File: src/rtl/pwm_pkg.sv
/*
  Constants, register map and carrier types of the shared-period PWM block.
  Assumes a 32-bit APB master and one system clock.
*/
// Overview of operation
// - Period start drives every enabled output with nonzero duty active
// - Output goes inactive when timebase equals duty
// - Duty beyond period never clears the output
// - Count clears after matching period_limit
// - Zero duty keeps output inactive at boundary
// - Duty copied into buffers at boundary only
// - Duty registers writable anytime, period undisturbed
// - Period is (limit+1) times 4 times prescale
// - Ten-bit timebase: count plus two sub-bits
// - Ratio one advances sub-bits every clock
// - Shared period, independent duty per channel
// - No postscaler influences the output
// - polarity_invert makes the active level low
// - Pin follows port latch unless output enabled
// - Resolution grows with period_limit, ten at 255
// - Sleep freezes counting, state and pin level
// - Reset restores registers, pins set input
// - Status bit mirrors channel output level
package pwm_pkg;
  localparam int NCH = 4;  // Channels on the shared timer
  // Register byte offsets
  localparam logic [7:0] OFS_TB_CTRL = 8'h00;
  localparam logic [7:0] OFS_LIMIT   = 8'h04;
  localparam logic [7:0] OFS_COUNT   = 8'h08;
  localparam logic [7:0] OFS_FLAG    = 8'h0c;
  localparam logic [7:0] OFS_DIR     = 8'h10;
  localparam logic [7:0] OFS_LATCH   = 8'h14;
  localparam logic [7:0] OFS_CH_BASE = 8'h20;  // Channel n at base+16n
  localparam logic [1:0] SUB_CON = 2'h0;       // pwm_control word
  localparam logic [1:0] SUB_DCH = 2'h1;       // duty_high word
  localparam logic [1:0] SUB_DCL = 2'h2;       // duty_low word
  // Field positions
  localparam int RUN_BIT = 0;
  localparam int PRE_LSB = 1;
  localparam int EN_BIT  = 7;
  localparam int OE_BIT  = 6;
  localparam int OUT_BIT = 5;
  localparam int POL_BIT = 4;
  localparam int DCL_LSB = 6;
  // Reset values
  localparam logic [7:0] LIMIT_RST = 8'hff;
  localparam logic [3:0] DIR_RST   = 4'hf;  // All pins input
  // Prescale ratios minus one, selected by timebase_prescale_select
  localparam logic [5:0] PRE_M1_1  = 6'h00;
  localparam logic [5:0] PRE_M1_4  = 6'h03;
  localparam logic [5:0] PRE_M1_16 = 6'h0f;
  localparam logic [5:0] PRE_M1_64 = 6'h3f;
  // Per-channel control bits
  typedef struct packed {
    logic en;   // Channel enable
    logic oe;   // pin_output_enable
    logic pol;  // polarity_invert
  } ctrl_s;
  // Timer control bits
  typedef struct packed {
    logic [1:0] prescale;  // timebase_prescale_select
    logic       run;       // timebase_run
  } tb_ctrl_s;
endpackage : pwm_pkg

File: src/rtl/shared_period_pwm_10bit.sv
/*
  Four ten-bit PWM channels sharing one period timer, APB slave.
  Assumes a 32-bit APB master on pclk and an asynchronous sleep request.
*/
`timescale 1ns/10ps
`default_nettype none
module shared_period_pwm_10bit (
  input  wire logic                     pclk,
  input  wire logic                     presetn,
  input  wire logic                     psel,
  input  wire logic                     penable,
  input  wire logic                     pwrite,
  input  wire logic [7:0]               paddr,
  input  wire logic [31:0]              pwdata,
  input  wire logic                     sleep_req,
  output logic      [31:0]              prdata,
  output logic                          pready,
  output logic                          pslverr,
  output logic      [pwm_pkg::NCH-1:0]  pin_o,
  output logic      [pwm_pkg::NCH-1:0]  pin_oe
);
  import pwm_pkg::*;

  ////////////////////////////////////////////////////////////////
  // State
  tb_ctrl_s         tbc_q;              // Timer control
  logic [7:0]       limit_q;            // period_limit
  logic [7:0]       tb_q;               // timebase_count
  logic [1:0]       sub_q;              // Sub-count bits
  logic [5:0]       pre_q;              // Prescale counter
  logic             flag_q;             // timebase_match_flag
  logic [NCH-1:0]   dir_q;              // pin_direction, 1 = input
  logic [NCH-1:0]   latch_q;            // Port data latch
  ctrl_s            ctrl_q [NCH];       // pwm_control
  logic [7:0]       dch_q  [NCH];       // duty_high
  logic [1:0]       dcl_q  [NCH];       // duty_low bits 7:6
  logic [9:0]       dbuf_q [NCH];       // Comparison buffers
  logic [NCH-1:0]   raw_q;              // Unpolarised output
  logic             sleep_m_q;          // Sleep sync stage 1
  logic             sleep_q;            // Sleep sync stage 2
  logic             tick;               // Prescaled step
  logic             boundary;           // Period start
  logic [9:0]       tb_next;            // Extended timebase one step on
  logic             wr_en;              // APB write strobe
  logic [31:0]      rd_d;               // Read mux

  ////////////////////////////////////////////////////////////////
  // Decode helpers
  // Channel window hit
  function automatic logic is_chan(input logic [7:0] a);
    is_chan = (a >= OFS_CH_BASE) && (a[3:2] <= SUB_DCL)
              && (a < OFS_CH_BASE + 8'(16 * NCH))
              && (a[1:0] == 2'h0);
  endfunction : is_chan
  // Channel index of an address
  function automatic logic [1:0] chan_of(input logic [7:0] a);
    logic [7:0] r;
    r = a - OFS_CH_BASE;
    chan_of = r[5:4];
  endfunction : chan_of
  // Prescale terminal count
  function automatic logic [5:0] pre_m1(input logic [1:0] s);
    case (s)
      2'h0:    pre_m1 = PRE_M1_1;
      2'h1:    pre_m1 = PRE_M1_4;
      2'h2:    pre_m1 = PRE_M1_16;
      default: pre_m1 = PRE_M1_64;
    endcase
  endfunction : pre_m1

  ////////////////////////////////////////////////////////////////
  // Sleep request synchroniser
  always_ff @(posedge pclk or negedge presetn) begin
    if (!presetn) begin
      sleep_m_q <= 1'b0;
      sleep_q   <= 1'b0;
    end else begin
      sleep_m_q <= sleep_req;
      sleep_q   <= sleep_m_q;
    end
  end

  ////////////////////////////////////////////////////////////////
  // APB handshake: one wait state
  assign wr_en = psel && penable && pready && pwrite;
  always_ff @(posedge pclk or negedge presetn) begin
    if (!presetn) begin
      pready  <= 1'b0;
      pslverr <= 1'b0;
      prdata  <= 32'h0000_0000;
    end else begin
      pready <= psel && penable && !pready;
      if (psel && penable && !pready) begin
        prdata  <= pwrite ? 32'h0000_0000 : rd_d;
        // Unmapped address above the latch word answers with an error
        pslverr <= (paddr > OFS_LATCH) && !is_chan(paddr);
      end
    end
  end

  // Read mux; reserved bits read zero
  always_comb begin
    rd_d = 32'h0000_0000;
    if (paddr == OFS_TB_CTRL) begin
      rd_d[RUN_BIT]    = tbc_q.run;
      rd_d[PRE_LSB+:2] = tbc_q.prescale;
    end else if (paddr == OFS_LIMIT) begin
      rd_d[7:0] = limit_q;
    end else if (paddr == OFS_COUNT) begin
      rd_d[7:0] = tb_q;
    end else if (paddr == OFS_FLAG) begin
      rd_d[0] = flag_q;
    end else if (paddr == OFS_DIR) begin
      rd_d[NCH-1:0] = dir_q;
    end else if (paddr == OFS_LATCH) begin
      rd_d[NCH-1:0] = latch_q;
    end else if (is_chan(paddr)) begin
      if (paddr[3:2] == SUB_CON) begin
        rd_d[EN_BIT]  = ctrl_q[chan_of(paddr)].en;
        rd_d[OE_BIT]  = ctrl_q[chan_of(paddr)].oe;
        // Live output level, polarity applied
        rd_d[OUT_BIT] = raw_q[chan_of(paddr)]
                        ^ ctrl_q[chan_of(paddr)].pol;
        rd_d[POL_BIT] = ctrl_q[chan_of(paddr)].pol;
      end else if (paddr[3:2] == SUB_DCH) begin
        rd_d[7:0] = dch_q[chan_of(paddr)];
      end else begin
        rd_d[DCL_LSB+:2] = dcl_q[chan_of(paddr)];
      end
    end
  end

  ////////////////////////////////////////////////////////////////
  // Software registers; duty writes never touch buffers
  always_ff @(posedge pclk or negedge presetn) begin
    if (!presetn) begin  // All registers to defaults
      tbc_q   <= '0;
      limit_q <= LIMIT_RST;
      dir_q   <= DIR_RST;  // Pins input after reset
      latch_q <= '0;
      for (int i = 0; i < NCH; i++) begin
        ctrl_q[i] <= '0;
        dch_q[i]  <= 8'h00;
        dcl_q[i]  <= 2'h0;
      end
    end else if (wr_en) begin
      if (paddr == OFS_TB_CTRL) begin
        tbc_q <= {pwdata[PRE_LSB+:2], pwdata[RUN_BIT]};
      end else if (paddr == OFS_LIMIT) begin
        limit_q <= pwdata[7:0];
      end else if (paddr == OFS_DIR) begin
        dir_q <= pwdata[NCH-1:0];
      end else if (paddr == OFS_LATCH) begin
        latch_q <= pwdata[NCH-1:0];
      end else if (is_chan(paddr)) begin
        if (paddr[3:2] == SUB_CON) begin
          ctrl_q[chan_of(paddr)] <= {pwdata[EN_BIT],
            pwdata[OE_BIT], pwdata[POL_BIT]};
        end else if (paddr[3:2] == SUB_DCH) begin
          dch_q[chan_of(paddr)] <= pwdata[7:0];
        end else begin
          dcl_q[chan_of(paddr)] <= pwdata[DCL_LSB+:2];
        end
      end
    end
  end

  ////////////////////////////////////////////////////////////////
  // Shared timebase; no postscaler in this path
  // Ratio one gives a tick every clock
  // A count left above a smaller new ratio ends at once, no wrap
  assign tick = tbc_q.run && !sleep_q
                && (pre_q >= pre_m1(tbc_q.prescale));
  // Next extended value, so the output falls as the match begins
  assign tb_next = {tb_q, sub_q} + 10'h001;
  // Last sub-step of the limit count
  assign boundary = tick && (sub_q == 2'h3) && (tb_q == limit_q);

  always_ff @(posedge pclk or negedge presetn) begin
    if (!presetn) begin
      pre_q <= 6'h00;
      sub_q <= 2'h0;
      tb_q  <= 8'h00;
    end else if (wr_en && paddr == OFS_COUNT) begin
      tb_q <= pwdata[7:0];
    end else if (tbc_q.run && !sleep_q) begin  // Frozen in sleep
      pre_q <= tick ? 6'h00 : pre_q + 6'h01;
      if (tick) begin
        sub_q <= sub_q + 2'h1;  // Sub-bits extend count
        if (sub_q == 2'h3) begin
          tb_q <= boundary ? 8'h00 : tb_q + 8'h01;
        end
      end
    end
  end

  // Match flag; a boundary beats a clearing write
  always_ff @(posedge pclk or negedge presetn) begin
    if (!presetn) begin
      flag_q <= 1'b0;
    end else begin
      flag_q <= boundary || (flag_q
                && !(wr_en && paddr == OFS_FLAG && pwdata[0]));
    end
  end

  ////////////////////////////////////////////////////////////////
  // Channels: shared period, own duty each
  for (genvar i = 0; i < NCH; i++) begin : g_ch
    // Buffer load only at period start
    always_ff @(posedge pclk or negedge presetn) begin
      if (!presetn) begin
        dbuf_q[i] <= 10'h000;
      end else if (boundary) begin
        dbuf_q[i] <= {dch_q[i], dcl_q[i]};
      end
    end
    // Output state; frozen while sleeping
    always_ff @(posedge pclk or negedge presetn) begin
      if (!presetn) begin
        raw_q[i] <= 1'b0;
      end else if (!ctrl_q[i].en) begin
        raw_q[i] <= 1'b0;
      end else if (boundary) begin
        // Active unless new duty is zero
        raw_q[i] <= ({dch_q[i], dcl_q[i]} != 10'h000);
      end else if (tick && tb_next == dbuf_q[i]) begin
        // Never reached when duty exceeds period
        raw_q[i] <= 1'b0;
      end
    end
    // Pin mux and driver enable
    always_ff @(posedge pclk or negedge presetn) begin
      if (!presetn) begin
        pin_o[i]  <= 1'b0;
        pin_oe[i] <= 1'b0;
      end else begin
        pin_oe[i] <= !dir_q[i];
        pin_o[i]  <= ctrl_q[i].oe ? (raw_q[i] ^ ctrl_q[i].pol)
                                  : latch_q[i];
      end
    end
  end
endmodule : shared_period_pwm_10bit
`default_nettype wire

File: config.mk
export PLATFORM = sky130hd
export DESIGN_NAME = shared_period_pwm_10bit
export DESIGN_NICKNAME = d
export VERILOG_FILES = /design/src/rtl/pwm_pkg.sv /design/src/rtl/shared_period_pwm_10bit.sv
export SDC_FILE = /design/constraint.sdc
export NUM_CORES = 1
export LEC_CHECK = 0
export BUFFER_PORTS_ARGS = -buffer_cell sky130_fd_sc_hd__buf_2
export CORE_UTILIZATION = 55
export CTS_CLUSTER_DIAMETER = 80
export DETAILED_ROUTE_END_ITERATION = 16
export GPL_TIMING_DRIVEN = 0
export PLACE_DENSITY_LB_ADDON = 0.12
export REMOVE_ABC_BUFFERS = 1
export SYNTH_ARGS = -nofsm -noshare
export SYNTH_HDL_FRONTEND = slang
export SYNTH_SLANG_ARGS = --single-unit
File: constraint.sdc
create_clock -name pclk -period 3 [get_ports pclk]
set_input_delay 0.15 -clock pclk [delete_from_list [all_inputs] [get_ports pclk]]
set_output_delay 0.15 -clock pclk [all_outputs]
set_load 0.01 [all_outputs]
==> flow_metrics.py <==
metrics = {
    "outcome": {
        "outcome": "completed",
    },
    "clock_network": {
        "clk_latency_ns": 0.43,
        "ctsLongestPathBuffers": 2,
        "root_buffer": "clkbuf_16",
        "cts_setup_buffers": 0,
        "h-tree-depth": 4,
        "clk_pin_slew_worst_paths_ns": 0.07,
        "cts_tree": "yes",
        "clock_sinks": 152,
        "numCtsBuffers": 17,
    },
    "detailed_routing": {
        "wl_met3_mm": 1.52,
        "wl_met1_mm": 9.46,
        "detail_route.wl_per_cell_um": 20.4,
        "vias": 6381,
        "wl_mm": 21.6,
        "via_per_inst": 6.04,
        "ant_nets": 0,
        "firstDrtPassIters": 5,
        "drt_iter0_markers": 595,
        "drc": 0,
        "topRoutingLayerUsed": "met4",
        "met2_length_mm": 9.96,
    },
    "grt": {
        "antenna_found_initial": 0,
        "grt_pass1_wl_mm": 34.7,
        "grt_pass1_vias": 6205,
        "grt_usage": 0.292,
        "overflow": 0,
        "grt_max_degree": 93,
    },
    "cells_and_area": {
        "nFillCells": 1242,
        "drive_gt1_frac": 0.227,
        "final_common_cell": "nand2_1",
        "final_cell_mix": "nand2_1, dfrtp_1, mux2_2, nor2_1, o21ai_0",
        "stdcell_count": 1057,
        "insertedDiodeCount": 0,
        "area_growth_pct": 9.84,
        "fin_util": 0.627,
        "finalNetCount": 913,
    },
    "critical_path": {
        "end_kind": "register",
        "start_kind": "register",
        "rrSetupSlack_ns": 0.16,
        "crit_type": "reg -> reg",
        "rr_startpoint": "sub_q[0]",
        "worst-path-max-fanout": 10,
        "rr_endpoint": "raw_q[0]",
        "reg2reg_depth": 7,
        "crit_path_start": "sub_q[0]",
        "crit_arrival_ns": 3.12,
        "worstPathRequired_ns": 3.27,
    },
    "synthesis": {
        "yosysTopAreaCellShare": 0.416,
        "synthArstFlopShare": 1.00,
        "synthCells": 841,
        "syn_area_mm2": 0.00842,
        "synth_ff_type": "dfrtp_1",
        "ys_types": 74,
        "synth_warnings": 0,
        "synth.largest_area_cell": "dfrtp_1",
        "ys_seq_area_frac": 0.453,
        "synth-seq-cells": 152,
        "synth_edf_count": 0,
        "netlist_top_cells_area": "dfrtp_1, mux2_2, nand2_1",
        "synth.avg_cell_area_um2": 10.0,
    },
    "sta": {
        "skew_ns": 0.0120,
        "min_period_ns": 2.84,
        "slew_headroom": 0.424,
        "hold_viol_final": 0,
        "tns_ns": 0,
        "max_freq_ghz": 0.352,
        "rsz0062_at_grt": "no",
        "period_share": 0.948,
        "setup_ws_ns": 0.156,
        "hold-worst-slack_ns": 0.0779,
        "tightest_slew_ns": 0.863,
        "setup_violations": 0,
        "drv_slew": 0,
    },
    "hold_path": {
        "hold_end": "dir_q[3]",
        "min-delay-start": "pwdata[3]",
        "hp-class": "in -> reg",
        "min_delay_path_depth": 3,
    },
    "floorplan": {
        "core_area_mm2": 0.0148,
        "ios": 88,
        "placementRows": 44,
        "die_width_um": 126,
        "initial_core_util": 0.571,
        "die-area_mm2": 0.0158,
        "die_height_um": 126,
    },
    "pwr": {
        "p_per_area_mw_per_mm2": 472,
        "pwr-share-seq": 0.475,
        "p_leak_nw": 4.33,
        "power.internal_w": 0.00328,
        "swShare": 0.248,
        "worst_ir_drop_vdd_uv": 427,
        "switching_power_w": 0.00108,
        "comb_power_share": 0.048,
        "clock_power_share": 0.477,
    },
    "job": {
        "max-cap-violations": 0,
    },
    "place": {
        "dp.cells": 1021,
        "post-place-ws_ns": -0.140,
        "portBuffers": 39,
        "globalplace.congestion": 0.857,
        "hpwlAfterDp_mm": 15.1,
    },
}
==> critical path, stage by stage, from the launching register on <==
cell      delay [ns]
dfrtp_1         0.57
ha_2            0.44
and4_1          0.39
xnor2_1         0.17
nand2b_1        0.08
a211o_1         0.33
nor4_2          0.53
a311oi_1        0.18
==> flip-flops by register name, summed over array words and instances, names as in the netlist, 2 cells and up <==
register / cells
ctrl_q: 12
dbuf_q: 40
dch_q: 32
dcl_q: 8
dir_q: 4
latch_q: 4
limit_q: 8
pin_o: 4
pin_oe: 4
prdata: 8
pre_q: 6
raw_q: 4
sub_q: 2
tb_q: 8
tbc_q: 3
==> power groups by stage <==
stage / sequential [W] / combinational (W) / clock [W]
after floorplan: 0.00211 / 0.0000745 / 0
after global placement: 0.00211 / 0.000198 / 0
after detailed placement: 0.00211 / 0.000206 / 0
after CTS: 0.00207 / 0.000209 / 0.00211
after global routing: 0.00207 / 0.000231 / 0.00220
final: 0.00207 / 0.000208 / 0.00208
==> through the flow <==
stage / area [µm²] / power, W
detailed placement: 8590 / 0.00232
CTS: 9210 / 0.00439
global placement: 8550 / 0.00231
finish: 9250 / 0.00436
floorplan: 8130 / 0.00218
global route: 9250 / 0.00451
==> timing repair <==
item / in CTS / in global routing
resized for setup: 5 / 7
hold buffers: 2 / 0
cloned: 1 / 1
hold endpoints to repair: 88 / 0
pin swaps: 1 / 1
setup endpoints to repair: 4 / 32
==> cell families (layout without fill, tap and decap cells) <==
kind of cell	Yosys count	in the layout	share of synthesized area
fa+ha+maj	7	7	0.0104
xor+xnor	57	57	0.0652
compound gates	122	122	0.0909
flops	152	152	0.453
other cells	1	24	0.000445
mux	89	89	0.137
simple gates	332	334	0.191
buf+inv	81	88	0.0516
==> routing by layer <==
metal | vias to the layer above | track usage
li1 | 2921 | -
met1 | 3188 | 0.410
met2 | 235 | 0.444
met3 | 37 | 0.0595
met4 | 0 | 0.122
met5 | - | 0
==> worst max path at each step <==
stage,endpoint,slack (ns)
floorplan,raw_q[1],0.17
global placement,raw_q[1],-0.52
detailed placement,raw_q[0],-0.14
CTS,raw_q[2],0.008
global route,raw_q[3],0.01
finish,raw_q[0],0.16
==> Yosys cell counts (all sizes together) (14+ instances only) <==
cell type  number
nand2         169
dfrtp         140
mux2           69
nor2           56
o21ai          48
buf            43
xnor2          30
clkbuf         24
xor2           24
a21oi          23
nand3          23
nor4           18
nor3           17
mux4           14
==> layout make-up <==
cell class                      instances  area [µm²]  share of cell area
Clock buffer                           18         429              0.0464
Clock inverter                         14         141              0.0153
Inverter                               14        52.6             0.00568
Multi-Input combinational cell        633        4330               0.468
Sequential cell                       152        3820               0.413
Tap cell                              184         230              0.0249
Timing Repair Buffer                   42         249              0.0269
No activity file was read; power rests on OpenSTA's default activity.
